[config.mk]
export PLATFORM = sky130hd
export DESIGN_NAME = bus_register
export DESIGN_NICKNAME = d
export VERILOG_FILES = /design/src/include/bus_reg_pkg.sv /design/src/core/bus_register.sv
export SDC_FILE = /design/constraint.sdc
export NUM_CORES = 1
export LEC_CHECK = 0
export ABC_AREA = 1
export BUFFER_PORTS_ARGS = -buffer_cell sky130_fd_sc_hd__buf_2
export CAP_MARGIN = 20
export CORE_MARGIN = 10
export CORE_UTILIZATION = 40
export CTS_CLUSTER_DIAMETER = 150
export DETAILED_ROUTE_END_ITERATION = 7
export SETUP_SLACK_MARGIN = 0.3
export SLEW_MARGIN = 15
export SYNTH_ARGS = -nofsm -noshare
export SYNTH_HDL_FRONTEND = slang
export SYNTH_HIERARCHICAL = 1
export SYNTH_SLANG_ARGS = --single-unit
[constraint.sdc]
create_clock -name MCLK_I -period 2.5 [get_ports MCLK_I]
set_clock_uncertainty 0.15 [all_clocks]
set_input_delay 0.25 -clock MCLK_I [delete_from_list [all_inputs] [get_ports MCLK_I]]
set_output_delay 0.25 -clock MCLK_I [all_outputs]
set_load 0.005 [all_outputs]
[src/include/bus_reg_pkg.sv]
// Shared constants and carrier types for the twenty-bit capture register.
package bus_reg_pkg;

   // ==========================================================================
   // Widths and depths
   // ==========================================================================
   localparam int DATA_W     = 20;
   localparam int FIFO_DEPTH = 8;
   localparam int SYNC_W     = DATA_W + 2;

   // ==========================================================================
   // Values after reset
   // ==========================================================================
   localparam logic [DATA_W-1:0] STORE_RST  = 20'h00000;
   localparam logic              CAP_N_RST  = 1'h1;
   localparam logic              DRV_N_RST  = 1'h1;

   // ==========================================================================
   // Carrier for the pin inputs as they travel through the synchroniser
   // ==========================================================================
   typedef struct packed {
      logic [DATA_W-1:0] din_bus;
      logic              capture_en_n;
      logic              drive_en_n;
   } pin_in_type;

   localparam pin_in_type PIN_RST = '{din_bus:      20'h00000,
                                      capture_en_n: CAP_N_RST,
                                      drive_en_n:   DRV_N_RST};

endpackage : bus_reg_pkg

[src/core/bus_register.sv]
// Twenty-bit capture register with output drive enable and an eight-word word buffer.
//
// Operation
// (RULE_01) Twenty non-inverting stored bits, output equals input.
// (RULE_02) Load every bit on qualified edge, enable low.
// (RULE_03) Hold stored value when capture not enabled.
// (RULE_04) Drive all outputs while drive enable low.
// (RULE_05) Release all outputs while drive enable high.
// (RULE_06) Capture continues while outputs are released.
// (RULE_07) Bus side keeps data settled around edges.
// (RULE_08) No reset input; contents meaningless until capture. The code has ARST_N_I, which clears the store to zero and STORE_VALID_O low.
`timescale 1ns/1ns

// =============================================================================
// Word buffer with valid and ready on both sides
// =============================================================================
module word_fifo #(
   parameter int WIDTH = 20,
   parameter int DEPTH = 8
) (
   input  wire logic             clk_i,
   input  wire logic             arst_n_i,
   input  wire logic [WIDTH-1:0] in_data_i,
   input  wire logic             in_valid_i,
   output logic                  in_ready_o,
   output logic      [WIDTH-1:0] out_data_o,
   output logic                  out_valid_o,
   input  wire logic             out_ready_i
);
   localparam int PTR_W = (DEPTH > 1) ? $clog2(DEPTH) : 1;
   localparam logic [PTR_W:0]   DEPTH_C = (PTR_W + 1)'(DEPTH);
   localparam logic [PTR_W-1:0] LAST_C  = PTR_W'(DEPTH - 1);

   logic [WIDTH-1:0] mem_q [DEPTH];
   logic [PTR_W-1:0] wr_ptr_q;
   logic [PTR_W-1:0] rd_ptr_q;
   logic [PTR_W:0]   count_q;
   logic             push;
   logic             pop;

   // Handshakes: full refuses a push, empty withholds valid.
   assign in_ready_o  = (count_q != DEPTH_C);
   assign out_valid_o = (count_q != '0);
   assign out_data_o  = mem_q[rd_ptr_q];
   assign push        = in_valid_i & in_ready_o;
   assign pop         = out_valid_o & out_ready_i;

   // Storage array carries data only, so it needs no reset.
   always_ff @(posedge clk_i) begin
      if (push) begin
         mem_q[wr_ptr_q] <= in_data_i;
      end
   end

   // Write pointer wraps at the last entry.
   always_ff @(posedge clk_i or negedge arst_n_i) begin
      if (!arst_n_i) begin
         wr_ptr_q <= '0;
      end else if (push) begin
         wr_ptr_q <= (wr_ptr_q == LAST_C) ? '0 : wr_ptr_q + 1'b1;
      end
   end

   // Read pointer wraps at the last entry.
   always_ff @(posedge clk_i or negedge arst_n_i) begin
      if (!arst_n_i) begin
         rd_ptr_q <= '0;
      end else if (pop) begin
         rd_ptr_q <= (rd_ptr_q == LAST_C) ? '0 : rd_ptr_q + 1'b1;
      end
   end

   // Fill level follows pushes and pops in the same cycle.
   always_ff @(posedge clk_i or negedge arst_n_i) begin
      if (!arst_n_i) begin
         count_q <= '0;
      end else if (push && !pop) begin
         count_q <= count_q + 1'b1;
      end else if (pop && !push) begin
         count_q <= count_q - 1'b1;
      end
   end

endmodule : word_fifo

// =============================================================================
// Top of the capture register
// =============================================================================
module bus_register #(
   parameter int DATA_W = bus_reg_pkg::DATA_W,
   parameter int DEPTH  = bus_reg_pkg::FIFO_DEPTH
) (
   input  wire logic              MCLK_I,
   input  wire logic              ARST_N_I,
   input  wire logic [DATA_W-1:0] DIN_BUS_I,
   input  wire logic              CAPTURE_EN_N_I,
   input  wire logic              DRIVE_EN_N_I,
   input  wire logic              UPDATE_HOLD_I,
   output logic      [DATA_W-1:0] QOUT_BUS_O,
   output logic      [DATA_W-1:0] QOUT_OE_O,
   output logic                   CAPTURE_READY_O,
   output logic                   STORE_VALID_O
);

   // ==========================================================================
   // Pin synchroniser and agreement filter
   // ==========================================================================
   bus_reg_pkg::pin_in_type pin_raw;
   bus_reg_pkg::pin_in_type s1_q;
   bus_reg_pkg::pin_in_type s2_q;
   bus_reg_pkg::pin_in_type s3_q;
   bus_reg_pkg::pin_in_type filt_q;
   wire logic [bus_reg_pkg::SYNC_W-1:0] filt_d;

   // The stored word trails the pins by six clock edges: three synchroniser
   // stages, one filter stage, one buffer write and the store load. With the update
   // hold low the buffer never holds more than one word, so the block behaves
   // as a plain register with a fixed delay.
   logic [DATA_W-1:0] fifo_data;
   logic              fifo_valid;
   logic              capture_req;
   logic [DATA_W-1:0] store_q;
   logic              valid_q;
   logic              oe_q;

   assign pin_raw.din_bus      = DIN_BUS_I;
   assign pin_raw.capture_en_n = CAPTURE_EN_N_I;
   assign pin_raw.drive_en_n   = DRIVE_EN_N_I;

   // Three-stage chain; only the second stage reads the first.
   always_ff @(posedge MCLK_I or negedge ARST_N_I) begin
      if (!ARST_N_I) begin
         s1_q <= bus_reg_pkg::PIN_RST;
         s2_q <= bus_reg_pkg::PIN_RST;
         s3_q <= bus_reg_pkg::PIN_RST;
      end else begin
         s1_q <= pin_raw;
         s2_q <= s1_q;
         s3_q <= s2_q;
      end
   end

   // Each bit takes a new level only when the second and third stages agree.
   generate
      for (genvar b = 0; b < bus_reg_pkg::SYNC_W; b++) begin : g_filt
         assign filt_d[b] = (s2_q[b] == s3_q[b]) ? s3_q[b] : filt_q[b];
      end
   endgenerate

   // Filtered copy of the pins; a bit that is still settling keeps its old level.
   always_ff @(posedge MCLK_I or negedge ARST_N_I) begin
      if (!ARST_N_I) begin
         filt_q <= bus_reg_pkg::PIN_RST;
      end else begin
         filt_q <= filt_d; // RULE_07
      end
   end

   // ==========================================================================
   // Capture path through the word buffer
   // ==========================================================================

   // A capture is taken on every clock edge while the enable is low, whatever
   // the drive enable does; a full buffer refuses it.
   assign capture_req = ~filt_q.capture_en_n; // RULE_02 RULE_06

   word_fifo #(
      .WIDTH (DATA_W),
      .DEPTH (DEPTH)
   ) u_word_fifo (
      .clk_i       (MCLK_I),
      .arst_n_i    (ARST_N_I),
      .in_data_i   (filt_q.din_bus),
      .in_valid_i  (capture_req),
      .in_ready_o  (CAPTURE_READY_O),
      .out_data_o  (fifo_data),
      .out_valid_o (fifo_valid),
      .out_ready_i (~UPDATE_HOLD_I)
   );

   // Stored word loads straight, uninverted, from the buffer and otherwise holds.
   always_ff @(posedge MCLK_I or negedge ARST_N_I) begin
      if (!ARST_N_I) begin
         store_q <= bus_reg_pkg::STORE_RST;
      end else if (fifo_valid && !UPDATE_HOLD_I) begin
         store_q <= fifo_data; // RULE_01 RULE_02
      end else begin
         store_q <= store_q; // RULE_03
      end
   end

   // Marks that the stored word came from a real capture; until then the store
   // holds only its reset value, which users must not treat as data.
   always_ff @(posedge MCLK_I or negedge ARST_N_I) begin
      if (!ARST_N_I) begin
         valid_q <= 1'b0;
      end else if (fifo_valid && !UPDATE_HOLD_I) begin
         valid_q <= 1'b1; // RULE_08
      end
   end

   // ==========================================================================
   // Output drive
   // ==========================================================================

   // Drive enable is registered so every pin switches together.
   always_ff @(posedge MCLK_I or negedge ARST_N_I) begin
      if (!ARST_N_I) begin
         oe_q <= 1'b0;
      end else begin
         oe_q <= ~filt_q.drive_en_n; // RULE_04 RULE_05
      end
   end

   // Value on the pins always follows the store; the enable alone releases them.
   assign QOUT_BUS_O    = store_q; // RULE_04
   assign QOUT_OE_O     = {DATA_W{oe_q}}; // RULE_05
   assign STORE_VALID_O = valid_q;

endmodule : bus_register

---- Yosys cells after proc, flatten, opt, wreduce, memory -nomap -nowiden ----
Memory sizes are Yosys's and may differ from the RTL's. A register that Yosys moved wholly into a read port is not among the register bits.
Cells that the tools add are included.
word-level totals
  flip-flop bits (word level) ............. 100
  bits in latches ......................... 0
  bits in writable memories ............... 160
  memory bits (read-only) ................. 0
  output and inout port bits .............. 42
  logic and storage cells ................. 86
  memories kept ........................... 1
operators by class
  add/subtract/negate cells ............... 4
  multipliers ............................. 0
  div/mod/pow operators ................... 0
  magnitude comparators ................... 0
  equality and inequality tests ........... 25
  shift operators ......................... 0
  muxes and demuxes ....................... 6
  bitwise gates (word level) .............. 5
  reduce and logical (&&, ||, !) cells .... 9
memory list
  memory             words  bits a word  read ports  clocked after Yosys merged registers in  write ports  RTL line            source
  u_word_fifo.mem_q  8      20           1           1                                        1            bus_register.sv:34  logic [WIDTH-1:0] mem_q [DEPTH];
operators by type and width
  operator             number
  $eq 1x1->1           22
  $mux 4               2
  $add 3x1->3 const B  2
  $eq 3x3->1 const B   2
  $mux 3               2
  $add 4x1->4 const B  1
  $logic_not 1->1      4
  $ne 4x4->1 const B   1
  $reduce_bool 4->1    1
  $sub 4x1->4 const B  1
  $logic_and 1x1->1    3
  $not 1->1            3
  $and 1x1->1          2
  $mux 1               2
  $reduce_bool 2->1    1

---- Depth between registers and ports, before layout ----
Gate-level depths: netlist of run 1.
  word-level depth ........................ 6
  mapped depth ............................ 13
  mapped depth without buffers ............ 13

---- Cells and area by module ----
Netlist of run 1, hierarchy kept.
modules (own cells, without submodules)
  module        times used  cells an instance  area each (µm²)  seq. area each (µm²)
  word_fifo     1           777                7553.5           5054.8
  bus_register  1           289                3589.7           2762.6

---- Worst setup path after synthesis of run 1 ----
OpenSTA, ideal clock, no wires.
  path type ............................... flip-flop to flip-flop
  from .................................... register u_word_fifo.count_q[0]
  to ...................................... memory u_word_fifo.mem_q[6][0] (enable)
  setup time .............................. 422 ps
  data arrival time ....................... 2235 ps
  slack ................................... -307 ps
  stages on the path, launching flop included .. 6
  path buffers ............................ 1
  cells stage by stage .................... dfrtp_1 -> nor2_1 -> nand3_1 -> nand2_1 -> buf_4 -> nor3_1
on the way
  word-level cells in the longest chain between the ends .. 4
RTL lines
  item                          RTL line             source
  start: declaration            bus_register.sv:37   logic [PTR_W:0] count_q;
  start signal: assignment      bus_register.sv:78   count_q <= count_q + 1'b1;
  start signal: assignment      bus_register.sv:80   count_q <= count_q - 1'b1;
  $ne 4x4->1                    bus_register.sv:42   assign in_ready_o = (count_q != DEPTH_C);
  net CAPTURE_READY_O           bus_register.sv:101  output logic CAPTURE_READY_O,
  $and 1x1->1                   bus_register.sv:45   assign push = in_valid_i & in_ready_o;
  $mux 1                        bus_register.sv:50   if (push) begin
  $mux 1 (not written as such)  bus_register.sv:51   mem_q[wr_ptr_q] <= in_data_i;
  end: declaration              bus_register.sv:34
The timed path passes the listed nets, and every way through them passes these cells.

---- Final worst setup path of run 1 ----
  from .................................... register u_word_fifo.count_q[1]
  to ...................................... register u_word_fifo.count_q[3]
on the way
  word-level cells in the longest chain between the ends .. 5
  elaborated cells on any way between the ends .. 13
  those cells by class .................... 2 x add/sub; 1 x eq/ne; 2 x mux; 2 x bitwise; 6 x reduce/logical
RTL lines
  item                                RTL line            source
  $ne 4x4->1 *                        bus_register.sv:42
  $and 1x1->1 *                       bus_register.sv:45
  net u_word_fifo.push                bus_register.sv:38  logic push;
  $logic_not 1->1                     bus_register.sv:79  end else if (pop && !push) begin
  $logic_and 1x1->1                   bus_register.sv:79
  $reduce_bool 2->1 (no source line)  n/a
Mark *: on every way through the listed nets, which the timed path passes. The rest lies on a longest branch. The select of a mux whose other input is x is not followed.
A chain may end at the register's enable or synchronous reset.

==> impl_metrics.py, run 1 <==
metrics = {
    "synth": {
        "synth.top_cell.area_share_pct": 43.1,
        "syn_avg_cell_area_um2": 10.5,
        "synth_top_cell_by_area": "edfxtp_1",
        "yosysMostFrequentCell": "nand2_1",
        "yosys_warnings": 6,
        "synth_edf_count": 160,
        "synth_ff_type": "edfxtp_1",
        "syn_area_mm2": 0.0111,
        "synth_common_cells": "nand2_1 (354), nor2_1 (184), edfxtp_1 (160), inv_1 (116), dfrtp_1 (112)",
        "syn-num-nets": 1099,
        "synthDistinctLibCells": 21,
        "syn_inst": 1066,
        "ys_seq_elements": 280,
        "async_reset_ff_share_pct": 42.9,
        "synth_area_leaders": "edfxtp_1 (43%), dfrtp_1 (25%), nand2_1 (12%)",
        "ys_seq_area_share_pct": 70.2,
    },
    "placement": {
        "portBuffers": 66,
        "dp_worst_setup_slack_ns": 0.218,
        "hpwl_um": 12700,
        "gp_congestion": 0.754,
    },
    "final_layout": {
        "syn_to_final_growth_pct": 17.9,
        "multi_input_area_mm2": 0.00255,
        "fin_util_pct": 47.5,
        "regArea_mm2": 0.00782,
        "drive_above_1_share_pct": 14.5,
        "antenna_cells": 0,
        "nFillCells": 2508,
        "layout.nets": 1192,
    },
    "critical_path": {
        "r2r_cells": 12,
        "cp.arrival_ns": 2.33,
        "start_kind": "flip-flop",
        "end_kind": "flip-flop",
        "cp_max_fo": 4,
        "crit_type": "reg2reg",
        "crit_required_ns": 2.78,
    },
    "floorplanning": {
        "rows": 61,
        "die_x_um": 187,
        "die_h_um": 187,
        "pin_count": 67,
        "core_region_area_mm2": 0.0276,
        "die-area_mm2": 0.0349,
        "start_util_pct": 40.3,
    },
    "timing": {
        "maxSlewHeadroom_pct": 61.7,
        "fin_ws_ns": 0.448,
        "grt_setup_unrepaired": "false",
        "tightest_slew_ns": 0.575,
        "setup_violations": 0,
        "min_period_over_period_pct": 82.1,
        "min_period_ns": 2.05,
        "drv_slew": 0,
        "max_freq_mhz": 487,
        "finalHoldViolCount": 0,
    },
    "clock_network": {
        "insertion_delay_ns": 0.54,
        "clock_path_buffers": 3,
        "cts_buffers": 30,
        "htree_levels": 1,
        "cts_root_buffer": "clkbuf_16",
        "path_clk_slew_ns": 0.06,
        "cts_tree": "built",
        "cts.sinks": 280,
    },
    "power_and_ir_drop": {
        "p_sw_uw": 4770,
        "comb_power_share_pct": 27.9,
        "p_leak_uw": 0.00597,
        "ir_drop_mv": 0.551,
        "p_sw_share_pct": 32.7,
        "intPower_uw": 9820,
        "finalPower_uw": 14600,
        "clkPwrFrac_pct": 29.6,
        "powerDensity_mw_per_mm2": 1110,
        "p_seq_share_pct": 42.5,
    },
    "global_route": {
        "grt_pass1_vias": 6657,
        "grtUsageTotal_pct": 12.1,
        "antenna_found_initial": 0,
        "grt.overflow.total": 0,
        "grt_first_pass_wirelength_um": 34800,
        "grt_max_degree": 75,
    },
    "min_path": {
        "hold_path_class": "in2async",
    },
    "drt": {
        "routed_wl_um": 21400,
        "detail_route.iter0.violations": 511,
        "vias": 6936,
        "drtPass1Iterations": 6,
        "ant_nets": 0,
        "wl_per_cell_um": 13.7,
        "via_per_inst": 4.44,
        "drc": 0,
    },
    "status": {
        "outcome": "completed",
    },
    "run": {
        "max-cap-violations": 0,
    },
}
==> critical path: stages, from the launching register on <==
cell     delay, ns
dfrtp_2       0.44
nor2_4        0.14
nand3_2       0.09
nand2_2       0.09
inv_2         0.06
ha_4          0.16
inv_2         0.08
ha_4          0.20
or2_2         0.30
nand2_1       0.07
nand2_1       0.04
nand3_1       0.06
nand2_1       0.05
==> repair_timing <==
item / CTS / global route
cloned: 0 / 0
buffers inserted: 1 / 2
resized for setup: 3 / 9
hold endpoints to repair: 141 / 0
hold buffers: 24 / 0
pin swaps: 0 / 3
setup endpoints to repair: 1 / 1
==> cells by family after synthesis <==
| family | synth area share, % |
|---|---|
| simple gates | 19.8 |
| flops | 70.2 |
| buf+inv | 7.74 |
| compound gates | 1.17 |
| fa+ha+maj | 0.966 |
| xor+xnor | 0.157 |
==> per-layer routing <==
layer	track usage (%)	up-vias	share of wire, %
met5	0	-	0
met4	4.28	0	2.6
met3	2.26	38	6.0
met2	18.4	179	44
met1	16.8	3229	47
li1	-	3490	-
==> sequential cells by signal (all words and copies together), names as in the netlist <==
name,count
s1_q,22
s3_q,22
oe_q,1
u_word_fifo/mem_q,160
u_word_fifo/count_q,4
u_word_fifo/wr_ptr_q,3
STORE_VALID_O,1
s2_q,22
QOUT_BUS_O,20
filt_q,22
u_word_fifo/rd_ptr_q,3
==> path summary, 6_finish.rpt <==
path | from | end | slack [ns]
hold reg to reg | s1_q[18] | s2_q[18] | 0.20
min in group MCLK_I | DIN_BUS_I[5] | s1_q[7] | 0.19
setup / recovery | u_word_fifo/count_q[1] | u_word_fifo/count_q[3] | 0.45
setup reg to reg | u_word_fifo/count_q[1] | u_word_fifo/count_q[3] | 0.45
hold / removal | ARST_N_I | QOUT_BUS_O[14] | 0.07
max in group asynchronous | ARST_N_I | filt_q[1] | 1.50
==> per-stage QoR <==
| stage | instances | area [um^2] | hold WS, ns | TNS (ns) |
|---|---|---|---|---|
| global route | 1561 | 13100 | 0.110 | 0 |
| detailed placement | 1478 | 11800 | 0.0673 | 0 |
| finish | 1561 | 13100 | 0.0660 | 0 |
| floorplan | 1066 | 11100 | -0.196 | -49.11 |
| global placement | 1478 | 11800 | 0.0605 | 0 |
| CTS | 1559 | 13100 | 0.0682 | 0 |
==> power groups by stage <==
stage | registers (uW) | logic [uW] | clock network (uW)
final | 6200 | 4070 | 4320
after global routing | 6300 | 4720 | 4590
after CTS | 6200 | 4070 | 4430
after detailed placement | 6290 | 4000 | 0
after global placement | 6260 | 3940 | 0
after floorplan | 6170 | 2970 | 0
==> layout by cell type (no fill, tap or decap) <==
cell / synthesis / final
bufinv_16: 0 / 1
nand3_2: 0 / 2
ha_1: 7 / 5
nor2_4: 0 / 1
clkbuf_1: 3 / 7
clkinvlp_4: 0 / 1
dfrtp_4: 0 / 1
clkbuf_16: 0 / 32
dlygate4sd3_1: 0 / 24
dfstp_2: 8 / 8
dfrtp_1: 112 / 110
buf_4: 28 / 24
clkbuf_8: 0 / 6
nand3_1: 26 / 24
nand2_1: 354 / 352
or2_2: 2 / 2
inv_2: 1 / 3
inv_1: 116 / 114
xnor2_1: 2 / 2
clkinv_2: 0 / 4
nor2_1: 184 / 183
edfxtp_1: 160 / 160
inv_6: 0 / 1
o21ai_0: 4 / 4
buf_12: 0 / 5
nand2_2: 1 / 3
ha_4: 0 / 2
a21oi_1: 22 / 22
clkinv_1: 0 / 4
buf_2: 14 / 65
dfrtp_2: 0 / 1
fa_1: 1 / 1
nor3_2: 0 / 8
buf_6: 11 / 1
==> final cells by class <==
type	count	area share (%)
sequential	280	59.6
inverter	117	3.34
clock inverter	11	0.619
timing repair buffer	119	6.53
clock buffer	45	6.93
tap	378	3.60
multi-input combinational	611	19.4
Power figures use the tool's default switching activity.
==> run 2: changes to the inputs <==
- ABC_AREA: 1 -> 0
- clock period: 2.5 -> 1.75 ns (I/O delays scaled with it)
==> run 2 against run 1 <==
- the run now ends with hold timing, setup timing left
- count of clock-buffer cells in the layout unchanged
- cell area increased by 3.5%
- sequential power increased by 40%
- non-clock buffer count increased by 56
- combinational power increased by 80%
- largest cell class unchanged
- largest power group unchanged
==> impl_metrics.py, run 2 <==
metrics = {
    "placement": {
        "gp_congestion": 0.711,
        "dp.cells": 879,
        "portBuffers": 66,
        "hpwl_um": 11000,
    },
    "synth": {
        "synth_edf_count": 160,
        "synth.top_cell.area_share_pct": 46.5,
        "async_reset_ff_share_pct": 42.9,
        "yosysMostFrequentCell": "edfxtp_1",
        "muxShareOfSynthArea_pct": 15.7,
        "synthSimpleGateAreaFrac_pct": 1.68,
        "synthAdderAreaFrac_pct": 3.18,
        "synth_common_cells": "edfxtp_1 (160), dfrtp_1 (112), mux4_1 (34), mux2_2 (26), maj3_1 (22)",
        "syn-num-nets": 509,
        "synth_top_cell_by_area": "edfxtp_1",
        "ys_seq_area_share_pct": 75.7,
        "syn_area_mm2": 0.0103,
        "syn_inst": 476,
        "synth_xor_xnor_area_share_pct": 0.170,
        "syn_avg_cell_area_um2": 21.7,
        "synth_area_leaders": "edfxtp_1 (47%), dfrtp_1 (27%), mux4_1 (8.7%)",
        "synthDistinctLibCells": 38,
        "synth_compound_area_share_pct": 0.788,
        "ys_seq_elements": 280,
        "yosys_warnings": 6,
        "synth_top_family_by_area": "multiplexers",
        "synth_ff_type": "edfxtp_1",
    },
    "drt": {
        "ant_nets": 0,
        "drtPass1Iterations": 4,
        "detail_route.iter0.violations": 230,
        "via_per_inst": 4.94,
        "drc": 0,
        "routed_wl_um": 20400,
        "vias": 4973,
        "wl_per_cell_um": 20.3,
    },
    "floorplanning": {
        "rows": 58,
        "die_x_um": 181,
        "die_h_um": 181,
        "pin_count": 67,
        "die-area_mm2": 0.0326,
        "core_region_area_mm2": 0.0253,
        "start_util_pct": 40.9,
    },
    "final_layout": {
        "regMostFlops": "u_word_fifo/mem_q",
        "antenna_cells": 0,
        "syn_to_final_growth_pct": 31.7,
        "layout.nets": 686,
        "drive_above_1_share_pct": 48.2,
        "largest_reg_flops": 160,
        "fin_cells": 1007,
        "layout_common_cells": "edfxtp_1 (160), dfrtp_1 (107), buf_2 (45), buf_6 (44), mux4_2 (39)",
        "layout_commonest_cell": "edfxtp_1",
        "nFillCells": 1938,
    },
    "timing": {
        "setup_violations": 190,
        "grt_setup_unrepaired": "true",
        "fin_ws_ns": -0.690,
        "drv_slew": 0,
        "min_period_ns": 2.44,
        "finalHoldViolCount": 33,
        "maxSlewHeadroom_pct": 55.8,
        "max_freq_mhz": 410,
        "min_period_over_period_pct": 139,
        "tightest_slew_ns": 0.663,
        "worst_hold_slack_ns": -0.0406,
    },
    "global_route": {
        "grt_max_degree": 45,
        "antenna_found_initial": 0,
        "grtUsageTotal_pct": 12.1,
        "top_usage_layer": "met2",
        "grt_pass1_vias": 5421,
        "grt_use_met3_pct": 2.39,
        "met2_usage_pct": 20.0,
        "grt_util_met1_pct": 15.9,
        "grt_first_pass_wirelength_um": 31600,
        "grt.overflow.total": 0,
    },
    "clock_network": {
        "htree_levels": 1,
        "clock_path_buffers": 3,
        "cts.sinks": 280,
        "insertion_delay_ns": 0.54,
        "path_clk_slew_ns": 0.06,
        "cts_buffers": 30,
        "cts_root_buffer": "clkbuf_16",
        "cts_tree": "built",
    },
    "power_and_ir_drop": {
        "p_leak_uw": 0.00513,
        "ir_drop_mv": 0.891,
        "powerDensity_mw_per_mm2": 1640,
    },
    "critical_path": {
        "max_stage_delay_ns": 0.58,
        "cp.arrival_ns": 2.70,
        "slowest_stage": "or4b_4",
        "r2r_cells": 9,
        "path_cells": "or4b_4 > nand2_8 > inv_4 > ha_4 > inv_4 > ha_4 > or4_1 > o211ai_1 > o211ai_1",
        "cp_max_fo": 2,
        "end_kind": "flip-flop",
        "crit_type": "reg2reg",
        "crit_required_ns": 2.01,
        "start_kind": "flip-flop",
        "path_buf_inv": 2,
        "crit_family": "simple AND/OR/NAND/NOR gates",
        "cp.depth": 9,
    },
    "status": {
        "outcome": "finished, violations left",
        "violations": "hold timing, setup timing",
    },
    "min_path": {
        "hold_path_class": "in2async",
    },
    "run": {
        "max-cap-violations": 0,
    },
}
-- run 2: cell types whose count changed after synthesis, sizes merged, moves of 2 or more --
cell and change:
nand2b +3, nand2 -350, nor2 -180, nand3 -23
buf -24, maj3 +22, mux2 +45, nor3 -2
o211ai +2, or4 +2, a21oi -20, mux4 +40
inv -112, o21ai -2
-- run 2: path summary, 6_finish.rpt --
check                                       start                       to  slack, ns
min reg2reg                              s1_q[12]                 s2_q[12]       0.19
max in group asynchronous                ARST_N_I                  s2_q[0]       0.85
min                                      ARST_N_I            QOUT_BUS_O[8]      -0.04
max                        u_word_fifo/count_q[2]   u_word_fifo/count_q[3]      -0.69
min in group MCLK_I                 UPDATE_HOLD_I  u_word_fifo/rd_ptr_q[1]          0
max reg2reg                u_word_fifo/count_q[2]   u_word_fifo/count_q[3]      -0.69
-- run 2: logic make-up after synthesis --
kind of cell	Yosys count
flip-flops	280
AO/OA/AOI/OAI	9
XOR/XNOR	2
AND/OR/NAND/NOR	29
adder cells (fa/ha/maj)	30
multiplexers	86
buffers and inverters	40
-- run 2: worst register-to-register path, stage by stage, from the launching register on --
cell and delay, ns:
dfrtp_2 0.40, or4b_4 0.58, nand2_8 0.09, inv_4 0.03, ha_4 0.16, inv_4 0.07, ha_4 0.20, or4_1 0.40
o211ai_1 0.12, o211ai_1 0.12
-- run 2: routing by layer --
layer | routed length, um | vias to the layer above | part of all wire, %
met1 | 8850 | 2624 | 43
met4 | 433 | 0 | 2.1
met2 | 10200 | 119 | 50
li1 | - | 2194 | -
met3 | 988 | 36 | 4.8
met5 | 0 | - | 0
-- run 2: cell type report --
type                    instances  area [um^2]  area share [%]
clock buffers                  45          868            6.39
inverters                       5         23.8           0.175
clock inverters                11          134           0.985
well taps                     330          413            3.04
multi-input cells             161         2370            17.4
repair buffers                175         1960            14.4
flip-flops and latches        280         7820            57.6
-- run 2: metrics by stage --
step	power [uW]	utilization, %	worst slack [ns]	instance area, um^2	setup TNS (ns)
2_1_floorplan	12600	-	-0.824	10400	-57.11
3_3_place_gp	14300	45.0	-0.700	11400	-50.96
3_5_place_dp	14500	45.0	-0.770	11400	-52.35
4_1_cts	22100	52.4	-0.710	13200	-64.80
5_1_grt	23400	53.8	-0.754	13600	-76.35
6_report	22300	53.8	-0.690	13600	-68.28
-- run 2: repair_timing --
item	in CTS	in global routing
hold buffers	23	0
setup endpoints to repair	212	212
gates resized for setup	44	42
hold endpoints to repair	140	0
pin swaps	14	12
gates cloned	13	3
buffers inserted	24	9
-- run 2: power by group --
group	total [uW]	internal (uW)	switching [uW]
Sequential	8710	8210	503
Combinational	7330	4260	3070
Clock	6270	3850	2410
